[config.mk]
export PLATFORM = sky130hd
export DESIGN_NAME = ciu_core_irq
export DESIGN_NICKNAME = d
export VERILOG_FILES = /design/src/ciu_pkg.sv /design/src/ciu_core_irq.sv
export SDC_FILE = /design/constraint.sdc
export NUM_CORES = 1
export LEC_CHECK = 0
export ABC_AREA = 1
export BUFFER_PORTS_ARGS = -buffer_cell sky130_fd_sc_hd__buf_2
export CORE_AREA = 2 2 109 111
export DETAILED_ROUTE_END_ITERATION = 16
export DIE_AREA = 0 0 111 113
export HOLD_SLACK_MARGIN = 0.02
export PLACE_DENSITY = 0.9
export SYNTH_ARGS = -nofsm -noshare
export SYNTH_HDL_FRONTEND = slang
export SYNTH_SLANG_ARGS = --single-unit
[constraint.sdc]
create_clock -name ref_clk_i -period 2.1 [get_ports ref_clk_i]
set_input_delay 0.315 -clock ref_clk_i [delete_from_list [all_inputs] [get_ports ref_clk_i]]
set_output_delay 0.315 -clock ref_clk_i [all_outputs]
set_load 0.1 [all_outputs]
[src/ciu_pkg.sv]
// ciu_pkg: constants and carrier types of the core interrupt unit
// assumes one instruction cycle of four reference clocks (q1..q4)
package ciu_pkg;
	localparam int CIU_AW = 12;
	localparam int CIU_DW = 8;
	// register addresses: bank in [11:7], offset in [6:0]
	localparam logic [11:0] CIU_A_CORE_CTRL = 12'h010;
	localparam logic [11:0] CIU_A_EN_A = 12'h011;
	localparam logic [11:0] CIU_A_EN_B = 12'h012;
	localparam logic [11:0] CIU_A_PEND_A = 12'h013;
	localparam logic [11:0] CIU_A_PEND_B = 12'h014;
	localparam logic [11:0] CIU_A_T0_OPT = 12'h015;
	localparam logic [4:0] CIU_SHADOW_BANK = 5'h1f;
	localparam logic [6:0] CIU_SH_STATUS = 7'h64;
	localparam logic [6:0] CIU_SH_W = 7'h65;
	localparam logic [6:0] CIU_SH_BANK = 7'h66;
	localparam logic [6:0] CIU_SH_PCLATCH = 7'h67;
	localparam logic [6:0] CIU_SH_PTR0L = 7'h68;
	localparam logic [6:0] CIU_SH_PTR0H = 7'h69;
	localparam logic [6:0] CIU_SH_PTR1L = 7'h6a;
	localparam logic [6:0] CIU_SH_PTR1H = 7'h6b;
	// core control bits
	localparam int CIU_B_GLB = 7;
	localparam int CIU_B_PGE = 6;
	localparam int CIU_B_T0E = 5;
	localparam int CIU_B_EXE = 4;
	localparam int CIU_B_PCE = 3;
	localparam int CIU_B_T0F = 2;
	localparam int CIU_B_EXF = 1;
	localparam int CIU_B_PCF = 0;
	// peripheral bits
	localparam int CIU_B_T1G = 7;
	localparam int CIU_B_ADC = 6;
	localparam int CIU_B_T1O = 0;
	localparam int CIU_B_LCD = 2;
	localparam int CIU_B_EDGE = 6;
	localparam logic [7:0] CIU_MASK_A = 8'hc1;
	localparam logic [7:0] CIU_MASK_B = 8'h04;
	localparam logic [7:0] CIU_STATUS_KEEP = 8'he7;
	// reset values
	localparam logic [7:0] CIU_RST_REG = 8'h00;
	localparam logic [7:0] CIU_RST_T0_OPT = 8'hff;
	// timing
	localparam int CIU_Q_PER_TCY = 4;
	localparam logic [1:0] CIU_Q1 = 2'h0;
	localparam logic [1:0] CIU_ENTRY_TCY = 2'h2;
	localparam logic [14:0] CIU_VECTOR = 15'h0004;

	typedef struct packed {
		logic timer0_ovf;
		logic timer1_ovf;
		logic timer1_gate;
		logic adc_done;
		logic lcd_event;
	} ciu_events_t;

	typedef struct packed {
		logic [7:0] status;
		logic [7:0] w;
		logic [4:0] bank_sel;
		logic [6:0] pclatch;
		logic [15:0] ptr0;
		logic [15:0] ptr1;
	} ciu_ctx_t;
endpackage

[src/ciu_core_irq.sv]
// ciu_core_irq: flags, enables, request gating, entry timing and context shadow
// assumes the core sits on ref_clk_i and follows q_phase_o; ext pin is asynchronous
//
// How it works
// - vector starts 9-12 reference clocks after synchronous, 11-15 after asynchronous events.
// - entry latency ignores the length of the running instruction.
// - external flag may set in q4..q1; request sampled once per cycle at q1.
// - wake with global enable branches to vector, otherwise continues in line.
// - the instruction after sleep always runs before the branch.
// - external pin gives an edge interrupt enabled by control bit 4.
// - edge select set means rising edge, clear means falling edge.
// - valid edge sets external flag; with both enables it redirects to vector.
// - entry pushes pc and saves w, status-less-flags, bank, file select, latch.
// - return reloads the shadow copies, including software edits to them.
// - shadow copies are readable and writable in bank 31.
// - every flag sets on its event whatever the enables are.
// - global enable bit 7 passes enabled interrupts, blocks all when clear.
// - peripheral group enable bit 6 gates all peripheral register sources.
// - timer0 overflow flag bit 2, its enable bit 5.
// - read-only pin-change flag bit 0 follows pending changes, enable bit 3.
// - first enable register: gate bit 7, adc bit 6, timer1 overflow bit 0.
// - first pending register mirrors those positions, 1 pending, software writable.
// - second enable and pending registers hold the lcd bit at 2.
// - unimplemented enable and pending bits read as zero.
// - taking flushes prefetch, clears global enable, pushes pc, loads vector.
// - return pops pc, restores context and sets global enable again.
// - every reset leaves all interrupts disabled.
`timescale 1ns/10ps
module ciu_core_irq (
	// clock and reset
	input wire logic ref_clk_i,
	input wire logic rst_i,
	// register port
	input wire logic [ciu_pkg::CIU_AW-1:0] reg_addr_i,
	input wire logic [ciu_pkg::CIU_DW-1:0] reg_wdata_i,
	input wire logic reg_wr_i,
	input wire logic reg_rd_i,
	output logic [ciu_pkg::CIU_DW-1:0] reg_rdata_o,
	// interrupt sources
	input wire logic ext_pin_i,
	input wire logic pin_change_i,
	input wire ciu_pkg::ciu_events_t events_i,
	// core side
	input wire ciu_pkg::ciu_ctx_t ctx_live_i,
	input wire logic return_from_irq_i,
	input wire logic sleep_i,
	output logic [1:0] q_phase_o,
	output logic irq_take_o,
	output logic vector_go_o,
	output logic [14:0] vector_addr_o,
	output logic restore_o,
	output ciu_pkg::ciu_ctx_t ctx_restore_o,
	output logic wake_o,
	output logic global_irq_enable_o
);
	import ciu_pkg::*;

	typedef enum {CIU_RUN, CIU_ENTRY} ciu_state_t;

	function automatic logic ciu_hit(input logic [11:0] a, input logic [11:0] b);
		ciu_hit = (a == b);
	endfunction

	function automatic logic ciu_sh_hit(input logic [11:0] a, input logic [6:0] off);
		ciu_sh_hit = (a == {CIU_SHADOW_BANK, off});
	endfunction

	ciu_state_t state_reg;
	logic [1:0] qph_reg;
	logic [1:0] tcy_cnt_reg;
	logic [7:0] ctrl_reg;
	logic [7:0] en_a_reg;
	logic [7:0] en_b_reg;
	logic [7:0] pend_a_reg;
	logic [7:0] pend_b_reg;
	logic [7:0] t0opt_reg;
	ciu_ctx_t shadow_reg;
	logic ext_s1_reg;
	logic ext_s2_reg;
	logic ext_s3_reg;
	logic sleep_d_reg;
	logic hold_reg;
	logic [1:0] hold_cnt_reg;
	logic take_reg;
	logic go_reg;
	logic restore_reg;
	logic [7:0] rdata_reg;
	logic q1;
	logic ext_edge;
	logic periph_any;
	logic core_any;
	logic any_enabled;
	logic irq_req;
	logic take_now;
	logic wr_ctrl;
	logic wr_pa;
	logic wr_pb;
	logic wake_fall;

	// instruction cycle phases
	always_ff @(posedge ref_clk_i) begin
		if (rst_i) begin
			qph_reg <= CIU_Q1;
		end else begin
			qph_reg <= qph_reg + 2'h1;
		end
	end
	assign q1 = (qph_reg == CIU_Q1);
	assign q_phase_o = qph_reg;

	always_ff @(posedge ref_clk_i) begin
		if (rst_i) begin
			ext_s1_reg <= 1'b0;
			ext_s2_reg <= 1'b0;
			ext_s3_reg <= 1'b0;
		end else begin
			ext_s1_reg <= ext_pin_i;
			ext_s2_reg <= ext_s1_reg;
			ext_s3_reg <= ext_s2_reg;
		end
	end
	assign ext_edge = t0opt_reg[CIU_B_EDGE] ? (ext_s2_reg & ~ext_s3_reg) : (~ext_s2_reg & ext_s3_reg);

	assign wr_ctrl = reg_wr_i && ciu_hit(reg_addr_i, CIU_A_CORE_CTRL);
	assign wr_pa = reg_wr_i && ciu_hit(reg_addr_i, CIU_A_PEND_A);
	assign wr_pb = reg_wr_i && ciu_hit(reg_addr_i, CIU_A_PEND_B);

	assign periph_any = |(pend_a_reg & en_a_reg & CIU_MASK_A) | |(pend_b_reg & en_b_reg & CIU_MASK_B);
	assign core_any = (ctrl_reg[CIU_B_T0F] & ctrl_reg[CIU_B_T0E]) | (ctrl_reg[CIU_B_EXF] & ctrl_reg[CIU_B_EXE])
		| (ctrl_reg[CIU_B_PCF] & ctrl_reg[CIU_B_PCE]);
	assign any_enabled = core_any | (periph_any & ctrl_reg[CIU_B_PGE]);
	assign irq_req = any_enabled & ctrl_reg[CIU_B_GLB];
	assign take_now = q1 && irq_req && (state_reg == CIU_RUN) && !hold_reg && !wake_fall && !sleep_i;

	// core flags set regardless of enables, set wins over write
	always_ff @(posedge ref_clk_i) begin
		if (rst_i) begin
			ctrl_reg <= CIU_RST_REG;
		end else begin
			if (wr_ctrl) begin
				ctrl_reg[7:1] <= reg_wdata_i[7:1];
			end
			if (take_now) begin
				ctrl_reg[CIU_B_GLB] <= 1'b0;
			end else if (return_from_irq_i) begin
				ctrl_reg[CIU_B_GLB] <= 1'b1;
			end
			if (events_i.timer0_ovf) begin
				ctrl_reg[CIU_B_T0F] <= 1'b1;
			end
			if (ext_edge) begin
				ctrl_reg[CIU_B_EXF] <= 1'b1;
			end
			ctrl_reg[CIU_B_PCF] <= pin_change_i;
		end
	end

	always_ff @(posedge ref_clk_i) begin
		if (rst_i) begin
			en_a_reg <= CIU_RST_REG;
			en_b_reg <= CIU_RST_REG;
			t0opt_reg <= CIU_RST_T0_OPT;
		end else begin
			if (reg_wr_i && ciu_hit(reg_addr_i, CIU_A_EN_A)) begin
				en_a_reg <= reg_wdata_i & CIU_MASK_A;
			end
			if (reg_wr_i && ciu_hit(reg_addr_i, CIU_A_EN_B)) begin
				en_b_reg <= reg_wdata_i & CIU_MASK_B;
			end
			if (reg_wr_i && ciu_hit(reg_addr_i, CIU_A_T0_OPT)) begin
				t0opt_reg <= reg_wdata_i;
			end
		end
	end

	// pending registers, events win over software
	always_ff @(posedge ref_clk_i) begin
		if (rst_i) begin
			pend_a_reg <= CIU_RST_REG;
			pend_b_reg <= CIU_RST_REG;
		end else begin
			pend_a_reg <= (wr_pa ? (reg_wdata_i & CIU_MASK_A) : pend_a_reg)
				| ({7'h00, events_i.timer1_ovf} << CIU_B_T1O)
				| ({7'h00, events_i.timer1_gate} << CIU_B_T1G)
				| ({7'h00, events_i.adc_done} << CIU_B_ADC);
			pend_b_reg <= (wr_pb ? (reg_wdata_i & CIU_MASK_B) : pend_b_reg)
				| ({7'h00, events_i.lcd_event} << CIU_B_LCD);
		end
	end

	// hold one instruction cycle after wake
	always_ff @(posedge ref_clk_i) begin
		if (rst_i) begin
			sleep_d_reg <= 1'b0;
			hold_reg <= 1'b0;
			hold_cnt_reg <= 2'h0;
		end else begin
			sleep_d_reg <= sleep_i;
			if (sleep_d_reg && !sleep_i) begin
				hold_reg <= 1'b1;
				hold_cnt_reg <= 2'(CIU_Q_PER_TCY - 1);
			end else if (hold_reg) begin
				hold_cnt_reg <= hold_cnt_reg - 2'h1;
				if (hold_cnt_reg == 2'h0) begin
					hold_reg <= 1'b0;
				end
			end
		end
	end
	assign wake_fall = sleep_d_reg & ~sleep_i;
	assign wake_o = sleep_i & any_enabled;

	// entry sequence counts fixed cycles only
	always_ff @(posedge ref_clk_i) begin
		if (rst_i) begin
			state_reg <= CIU_RUN;
			tcy_cnt_reg <= 2'h0;
			take_reg <= 1'b0;
			go_reg <= 1'b0;
		end else begin
			take_reg <= take_now;
			go_reg <= 1'b0;
			case (state_reg)
				CIU_RUN: begin
					if (take_now) begin
						state_reg <= CIU_ENTRY;
						tcy_cnt_reg <= 2'h0;
					end
				end
				CIU_ENTRY: begin
					if (q1) begin
						if (tcy_cnt_reg == CIU_ENTRY_TCY - 2'h1) begin
							go_reg <= 1'b1;
							state_reg <= CIU_RUN;
						end
						tcy_cnt_reg <= tcy_cnt_reg + 2'h1;
					end
				end
				default: begin
					state_reg <= CIU_RUN;
				end
			endcase
		end
	end
	assign irq_take_o = take_reg;
	assign vector_go_o = go_reg;
	assign vector_addr_o = CIU_VECTOR;
	assign global_irq_enable_o = ctrl_reg[CIU_B_GLB];

	always_ff @(posedge ref_clk_i) begin
		if (rst_i) begin
			shadow_reg <= '0;
		end else if (take_now) begin
			shadow_reg <= ctx_live_i;
			shadow_reg.status <= ctx_live_i.status & CIU_STATUS_KEEP;
		end else if (reg_wr_i && reg_addr_i[11:7] == CIU_SHADOW_BANK) begin
			case (reg_addr_i[6:0])
				CIU_SH_STATUS: shadow_reg.status <= reg_wdata_i & CIU_STATUS_KEEP;
				CIU_SH_W: shadow_reg.w <= reg_wdata_i;
				CIU_SH_BANK: shadow_reg.bank_sel <= reg_wdata_i[4:0];
				CIU_SH_PCLATCH: shadow_reg.pclatch <= reg_wdata_i[6:0];
				CIU_SH_PTR0L: shadow_reg.ptr0[7:0] <= reg_wdata_i;
				CIU_SH_PTR0H: shadow_reg.ptr0[15:8] <= reg_wdata_i;
				CIU_SH_PTR1L: shadow_reg.ptr1[7:0] <= reg_wdata_i;
				CIU_SH_PTR1H: shadow_reg.ptr1[15:8] <= reg_wdata_i;
				default: begin
				end
			endcase
		end
	end

	always_ff @(posedge ref_clk_i) begin
		if (rst_i) begin
			restore_reg <= 1'b0;
		end else begin
			restore_reg <= return_from_irq_i;
		end
	end
	assign restore_o = restore_reg;
	assign ctx_restore_o = shadow_reg;

	always_ff @(posedge ref_clk_i) begin
		if (rst_i) begin
			rdata_reg <= 8'h00;
		end else if (reg_rd_i) begin
			if (ciu_hit(reg_addr_i, CIU_A_CORE_CTRL)) rdata_reg <= ctrl_reg;
			else if (ciu_hit(reg_addr_i, CIU_A_EN_A)) rdata_reg <= en_a_reg & CIU_MASK_A;
			else if (ciu_hit(reg_addr_i, CIU_A_EN_B)) rdata_reg <= en_b_reg & CIU_MASK_B;
			else if (ciu_hit(reg_addr_i, CIU_A_PEND_A)) rdata_reg <= pend_a_reg & CIU_MASK_A;
			else if (ciu_hit(reg_addr_i, CIU_A_PEND_B)) rdata_reg <= pend_b_reg & CIU_MASK_B;
			else if (ciu_hit(reg_addr_i, CIU_A_T0_OPT)) rdata_reg <= t0opt_reg;
			else if (ciu_sh_hit(reg_addr_i, CIU_SH_STATUS)) rdata_reg <= shadow_reg.status;
			else if (ciu_sh_hit(reg_addr_i, CIU_SH_W)) rdata_reg <= shadow_reg.w;
			else if (ciu_sh_hit(reg_addr_i, CIU_SH_BANK)) rdata_reg <= {3'h0, shadow_reg.bank_sel};
			else if (ciu_sh_hit(reg_addr_i, CIU_SH_PCLATCH)) rdata_reg <= {1'h0, shadow_reg.pclatch};
			else if (ciu_sh_hit(reg_addr_i, CIU_SH_PTR0L)) rdata_reg <= shadow_reg.ptr0[7:0];
			else if (ciu_sh_hit(reg_addr_i, CIU_SH_PTR0H)) rdata_reg <= shadow_reg.ptr0[15:8];
			else if (ciu_sh_hit(reg_addr_i, CIU_SH_PTR1L)) rdata_reg <= shadow_reg.ptr1[7:0];
			else if (ciu_sh_hit(reg_addr_i, CIU_SH_PTR1H)) rdata_reg <= shadow_reg.ptr1[15:8];
			else rdata_reg <= 8'h00;
		end else begin
			rdata_reg <= 8'h00;
		end
	end
	assign reg_rdata_o = rdata_reg;

	// checks
	AST_VECTOR_AFTER_TAKE: assert property (@(posedge ref_clk_i) disable iff (rst_i)
		irq_take_o |-> ##8 vector_go_o)
		else $error("vector not started two cycles after entry");
	AST_NO_EARLY_VECTOR: assert property (@(posedge ref_clk_i) disable iff (rst_i)
		irq_take_o |-> !vector_go_o [*8])
		else $error("vector started early");
	AST_TAKE_AT_Q1: assert property (@(posedge ref_clk_i) disable iff (rst_i)
		irq_take_o |-> $past(q1))
		else $error("entry not sampled at q1");
	AST_NO_TAKE_IN_HOLD: assert property (@(posedge ref_clk_i) disable iff (rst_i)
		$fell(sleep_i) |-> !irq_take_o [*4])
		else $error("branch before instruction after sleep");
	AST_EDGE_SETS_FLAG: assert property (@(posedge ref_clk_i) disable iff (rst_i)
		ext_edge |=> ctrl_reg[CIU_B_EXF])
		else $error("edge did not set external flag");
	AST_RISING_SEL: assert property (@(posedge ref_clk_i) disable iff (rst_i)
		($rose(ext_s2_reg) && t0opt_reg[CIU_B_EDGE] && !$past(wr_ctrl)) |=> ctrl_reg[CIU_B_EXF])
		else $error("rising edge missed");
	AST_GLB_CLEAR_ON_TAKE: assert property (@(posedge ref_clk_i) disable iff (rst_i)
		irq_take_o |-> !global_irq_enable_o)
		else $error("global enable still set after entry");
	AST_GLB_SET_ON_RET: assert property (@(posedge ref_clk_i) disable iff (rst_i)
		(return_from_irq_i && !take_now) |=> global_irq_enable_o && restore_o)
		else $error("return did not re-enable");
	AST_NO_REQ_WITHOUT_GLB: assert property (@(posedge ref_clk_i) disable iff (rst_i)
		!$past(ctrl_reg[CIU_B_GLB]) |-> !irq_take_o)
		else $error("entry with global enable clear");
	AST_SAVE_CTX: assert property (@(posedge ref_clk_i) disable iff (rst_i)
		irq_take_o |-> shadow_reg.w == $past(ctx_live_i.w) && shadow_reg.status[4:3] == 2'h0)
		else $error("context not saved");
	AST_UNUSED_ZERO: assert property (@(posedge ref_clk_i) disable iff (rst_i)
		$past(reg_rd_i && ciu_hit(reg_addr_i, CIU_A_PEND_A)) |-> reg_rdata_o[5:1] == 5'h00)
		else $error("unimplemented bits read nonzero");
	AST_PERIPH_SET: assert property (@(posedge ref_clk_i) disable iff (rst_i)
		events_i.adc_done |=> pend_a_reg[CIU_B_ADC])
		else $error("adc flag not set");
	AST_WAKE: assert property (@(posedge ref_clk_i) disable iff (rst_i)
		(sleep_i && core_any) |-> wake_o)
		else $error("no wake");
	COV_ENTRY: cover property (@(posedge ref_clk_i) disable iff (rst_i) irq_take_o ##8 vector_go_o);
	COV_EXT_IRQ: cover property (@(posedge ref_clk_i) disable iff (rst_i) ext_edge ##[1:8] irq_take_o);
	COV_RETURN: cover property (@(posedge ref_clk_i) disable iff (rst_i) restore_o);
	COV_WAKE: cover property (@(posedge ref_clk_i) disable iff (rst_i) wake_o ##1 $fell(sleep_i));
endmodule

==> results of run 1 <==
-- metal layers --
layer	global-route usage, %	part of all wire, %	routed length, um
met3	4.71	9.0	1610
met4	12.9	3.9	709
met5	0	0	0
met2	45.8	46	8260
met1	36.6	41	7430
-- how the worst min path moves through the flow --
| stage | to | slack, ns | startpoint |
|---|---|---|---|
| CTS | ext_s1_reg | 0.17 | ext_pin_i |
| detailed placement | q_phase_o[0] | 0.40 | q_phase_o[0] |
| finish | ext_s1_reg | 0.17 | ext_pin_i |
| floorplan | hold_reg | 0.38 | rst_i |
| global placement | ext_s2_reg | 0.39 | ext_s1_reg |
| global route | ext_s1_reg | 0.19 | ext_pin_i |
-- cells in the final DEF (no fill, tap or decap), drive strengths merged, types with 11 or more instances in the layout --
cell type,n
a21oi,27
buf,206
clkbuf,11
conb,17
dfxtp,105
inv,133
nand2,339
nand3,84
nor2,83
o211ai,14
o21ai,34
-- logic make-up after synthesis --
family	synth area share [%]
buf+inv	12.3
simple gates	41.5
other cells	0.130
fa+ha+maj	0.652
flops	36.5
compound gates	8.83
-- worst reg2reg max path, stage by stage (launching register included) --
cell and delay, ns:
dfxtp_1 0.33, a22o_1 0.25, o21ai_2 0.13, nand4_1 0.16
nand2_1 0.15, inv_2 0.12, buf_12 0.19, nor2_2 0.28
nand2_1 0.10, nand3_1 0.09, nand2_1 0.05, inv_1 0.06
-- area by class of cell --
cell class	instances	area, um^2
inverters	133	499
clock inverters	5	63.8
fillers	1003	3990
well taps	143	179
multi-input cells	638	3020
repair buffers	206	1170
clock buffers	11	243
flip-flops and latches	105	2110
diodes	2	5.00
-- where the power goes --
| part | internal [W] | switching, W |
|---|---|---|
| Clock | 0.000966 | 0.000763 |
| Sequential | 0.00201 | 0.0000132 |
| Combinational | 0.000128 | 0.000370 |
-- per-stage QoR --
| step | utilization [%] | area, um^2 | setup WS [ns] | instances |
|---|---|---|---|---|
| 2_1_floorplan | - | 5820 | 0.109 | 914 |
| 3_3_place_gp | 61.6 | 6950 | 0.0616 | 1225 |
| 3_5_place_dp | 61.6 | 6950 | 0.0460 | 1225 |
| 4_1_cts | 64.3 | 7250 | 0.0565 | 1241 |
| 5_1_grt | 64.6 | 7290 | 0.0123 | 1243 |
| 6_report | 64.6 | 7290 | 0.0878 | 1243 |
-- what timing repair did --
item                                    CTS  global route
resized for setup                         0             7
hold buffers                              0             0
endpoints found under the setup margin    0            38
==> impl_results.md, run 1 <==
* Outcome: complete, no violations
* Hold Vio Cnt, Final at 0
* Initial antenna violation count at 2
* Final min period at 2.01 ns
* R2R Path Start: pend_a_reg[0]
* Endpoints failing setup at 0
* Pwr/cell area at 584 nW/um^2
* Post-synth ARST share at 0%
* Yosys top cell area share at 36.5%
* DRT Wirelength at 18000 um
* Yosys warns at 0
* RSZ-0062 raised after global routing: no
* FF-to-FF End: ctx_restore_o[26]
* Worst clock skew at 0.00907 ns
* Actual slew at the worst max-slew pin at 0.517 ns
* Routed vias/inst at 5.20
* Tcrit/Tclk final at 95.8%
* Routed WL per cell at 14.5 um
* Cell depth of the worst setup path at 5
* Ratio of cells with drive above 1 in the final layout at 25.6%
* Layout net count at 1189
* Pre-Repair DR Iteration Count at 6
* Initial drt markers at 459
* Total gr overflow at 0
* Max FFs per register at 58
* Core Footprint at 11300 um^2
* MaxCap Viol Count at 0
* Most frequent cells after synthesis: nand2_1 (331), inv_1 (123), dfxtp_1 (105), nand3_1 (79), nor2_1 (61)
* H-tree depth at 3
* Tot GR Track Use at 28.1%
* Worst setup path start: pend_a_reg[0]
* Die area at 12500 um^2
* Vias in the first global route at 5793
* CP arrival at 1.70 ns
* Post-synth cell types at 41
* Crit path largest cell delay at 0.33 ns
* Crit path cell chain: a22o_1, o21ai_2, nand4_1, and2_1, buf_2
* Final hold slack at 0.168 ns
* R2R Setup Slk at 0.13 ns
* Overall Power at 0.00425 W
* Die Width at 111 um
* Top Ports at 183
* Leading post-synthesis cells by cell area: dfxtp_1 (37%), nand2_1 (22%), inv_1 (8.0%), nand3_1 (6.9%), nor2_1 (4.0%)
* Clk root buf: clkbuf_16
* Post-route ant nets at 0
* Synthesized flop and latch total at 105
* Row count at 39
* CP top delay family: compound AO/OA/AOI/OAI gates
* Leak Pwr at 4.20 nW
* Top_reg_cell synth: dfxtp_1
* Global-route wire length before repair at 28300 um
* Via Count at 6463
* CP startpoint kind: register
* Clock sinks at 105
* Synth area leader: dfxtp_1
* Area Growth Syn to Fin at 26.6%
* Worst Path Max Fanout at 3
* CTS tree: yes
* Largest net degree at the start of global routing at 34
* Worst setup EP type: primary output
* RePlAce Congestion at 0.949
* Post-DP HPWL at 13800 um
* Cells after synthesis at 899
* Mean post-synth cell area at 6.40 um^2
* DRC Markers at 0
* Max Freq at 497 MHz
* Dominant cell by count in the synthesized netlist: nand2_1
* Hold Path Stages at 3
* Initial core utilization at 51.1%
* Clk buf depth at 2
* Required @ worst endpoint at 1.78 ns
* VDD IR max at 0.500 mV
* Die height at 113 um
* Num CTS Buffers at 9
* Crit path to: wake_o
* Number of synthesized flops with an enable pin at 0
* CP max stage cell: dfxtp_1
* Worst skew pair latency at 0.35 ns
* Rel. slew slack at 65.7%
* Count of input and output buffers at 163
* Hold Crit Class: input port to register
* R2R cell count at 11
* Post-synthesis sequential area ratio at 36.5%
* Setup TNS Final at 0 ns
* Clock-pin transition on the worst setup and hold timing paths at 0.07 ns
* Synthesized area at 5760 um^2
* Post-CTS setup buffers at 0
* Crit path kind: register to primary output
* Slew Limit Fails at 0
* Number of buffers and inverters on the critical path at 1
(Power assumes the default switching activity.)
==> run 2, diff against run 1 <==
==> constraint.sdc (replaced) <==
create_clock -name ref_clk_i -period 2.1 [get_ports ref_clk_i]
set_input_delay 0.315 -clock ref_clk_i [delete_from_list [all_inputs] [get_ports ref_clk_i]]
set_output_delay 0.315 -clock ref_clk_i [all_outputs]
set_load 0.01 [all_outputs]
==> impl_results.md, run 2 (synthesis gave the netlist of run 1 again) <==
* Outcome: complete, no violations
* Post-DP HPWL at 13800 um (about the same)
* Slew Limit Fails at 0 (unchanged)
* Worst setup EP type: register
* Hold Crit Class: input port to register
* Post-route ant nets at 0 (unchanged)
* Final min period at 1.99 ns (-0.0191 ns)
* Fillcell total at 992 (-1.1%)
* # placed instances at 1218 (-0.57%)
* Routed vias/inst at 5.18 (-0.34%)
* Layout net count at 1182 (-0.59%)
* Tot GR Track Use at 28.4% (+0.32 points)
* Die area at 12500 um^2 (unchanged)
* Pwr/cell area at 568 nW/um^2 (-2.7%)
* Finished Layout Cells at 1236 (-0.56%)
* Via Count at 6405 (-0.90%)
* Num CTS Buffers at 9 (unchanged)
* Die height at 113 um (unchanged)
* H-tree depth at 3 (unchanged)
* Tcrit/Tclk final at 94.9% (-0.91 points)
* Top Ports at 183 (unchanged)
* Crit path cell chain: a22o_1, o21ai_1, nand4_1, nand2_2, inv_4, nor2_2, nand2_1, nand3_1, nand2_1, inv_1
* Initial antenna violation count at 3 (+1)
* CP startpoint kind: register
* Die Width at 111 um (unchanged)
* Worst setup path start: pend_a_reg[0]
* Required @ worst endpoint at 2.40 ns (+0.62 ns)
* M2 GR Usage at 47.1% (+1.3 points)
* MaxCap Viol Count at 0 (unchanged)
* Max FFs per register at 58 (unchanged)
* Routed WL per cell at 14.7 um (+1.6%)
* Largest net degree at the start of global routing at 68 (+100%)
* Max Freq at 502 MHz (+0.96%)
* Clk root buf: clkbuf_16
* RSZ-0062 raised after global routing: no
* Hold Vio Cnt, Final at 0 (unchanged)
* Clock-pin transition on the worst setup and hold timing paths at 0.07 ns (about the same)
* Worst clock skew at 0.00717 ns (-0.00190 ns)
* Row count at 39 (unchanged)
* Worst skew pair latency at 0.35 ns (about the same)
* Setup TNS Final at 0 ns (unchanged)
* Area Growth Syn to Fin at 25.0%
* Count of input and output buffers at 163 (unchanged)
* Most common cell after layout, fill and taps aside: nand2_1
* Total gr overflow at 0 (unchanged)
* Initial drt markers at 498 (+8.5%)
* Endpoints failing setup at 0 (unchanged)
* Pre-Repair DR Iteration Count at 5 (-1)
* R2R Path Start: pend_a_reg[0]
* Global route hottest layer: met2
* CTS tree: yes
* CP arrival at 2.29 ns (+0.59 ns)
* VDD IR max at 0.374 mV (-25%)
* Initial core utilization at 51.1% (unchanged)
* Clk buf depth at 2 (unchanged)
* Clock sinks at 105 (unchanged)
* RePlAce Congestion at 0.928 (-2.2%)
* CP max stage cell: nor2_2
* Core Footprint at 11300 um^2 (unchanged)
* DRC Markers at 0 (unchanged)
* Post-CTS setup buffers at 0 (unchanged)
* Final hold slack at 0.166 ns (-0.00131 ns)
* Global-route wire length before repair at 28600 um (+1.0%)
* Met1 GRT Util at 36.2% (-0.41 points)
* Overall Power at 0.00408 W (-4.0%)
* Leak Pwr at 4.15 nW (-1.1%)
* Met3 usage at 6.16% (+1.4 points)
* Worst Path Max Fanout at 20 (+17)
* Crit path kind: register to register
* Most frequent cells in the layout: nand2_1 (330), buf_2 (163), inv_1 (122), dfxtp_1 (105), nand3_1 (79)
* Cell mode on critical path: nand2_1
* Vias in the first global route at 5910 (+2.0%)
* Ratio of cells with drive above 1 in the final layout at 24.9% (-0.66 points)
* Crit path largest cell delay at 0.35 ns (+0.02 ns)
* DRT Wirelength at 18200 um (+1.0%)
* Hold wc startpoint: ext_pin_i
[run 2: cell types whose count changed in the layout (fill, tap and decap cells not counted), moves of 2 or more]
cell      previous run  this run
dfxtp_1            102       105
nor2_2              14        17
dfxtp_2              3         0
buf_4               39        35
clkinv_2             0         2
nor2_4               9         6
buf_6                2         0
[run 2: metrics by stage]
| step | setup WS, ns | area, um^2 | util, % |
|---|---|---|---|
| global placement | 0.0979 | 6880 | 61.0 |
| CTS | 0.0941 | 7180 | 63.7 |
| global route | 0.00661 | 7190 | 63.8 |
| floorplan | 0.388 | 5810 | - |
| finish | 0.107 | 7190 | 63.8 |
| detailed placement | 0.0358 | 6880 | 61.0 |
[run 2: what timing repair did]
action	in CTS	in global routing
setup endpoints to repair	1	3
resized for setup	1	2
hold buffers	0	0
[run 2: power breakdown]
group / internal [W] / switching, W / leakage [nW]
registers: 0.00201 / 0.0000139 / 0.850
logic: 0.000127 / 0.000213 / 3.15
clock network: 0.000935 / 0.000784 / 0.148
[run 2: cell type report]
class | instances | area [um^2] | share of cell area (%)
sequential | 105 | 2100 | 29.2
clock inverter | 7 | 76.3 | 1.06
clock buffer | 9 | 225 | 3.13
timing repair buffer | 199 | 1100 | 15.3
inverter | 133 | 502 | 6.98
antenna | 2 | 5.00 | 0.0696
tap | 143 | 179 | 2.49
multi-input combinational | 638 | 3000 | 41.8
[run 2: path summary, 6_finish.rpt]
| check | endpoint | cells past startpoint | slack, ns |
|---|---|---|---|
| hold / removal | ext_s1_reg | 3 | 0.17 |
| setup reg to reg | ctx_restore_o[2] | 10 | 0.11 |
| hold reg to reg | ext_s2_reg | 2 | 0.42 |
| setup / recovery | ctx_restore_o[2] | 10 | 0.11 |
[run 2: worst max-delay path, delay by kind of cell (launching register included)]
kind | cells | cell delay [ns]
AO/OA/AOI/OAI | 2 | 0.41
buffers and inverters | 2 | 0.22
AND/OR/NAND/NOR | 6 | 0.99
flip-flops | 1 | 0.33
[run 2: per-layer routing]
layer | share of wire (%) | vias up
li1 | - | 3148
met1 | 41 | 2873
met2 | 46 | 328
met3 | 9.1 | 54
met4 | 3.3 | 2
met5 | 0.071 | -
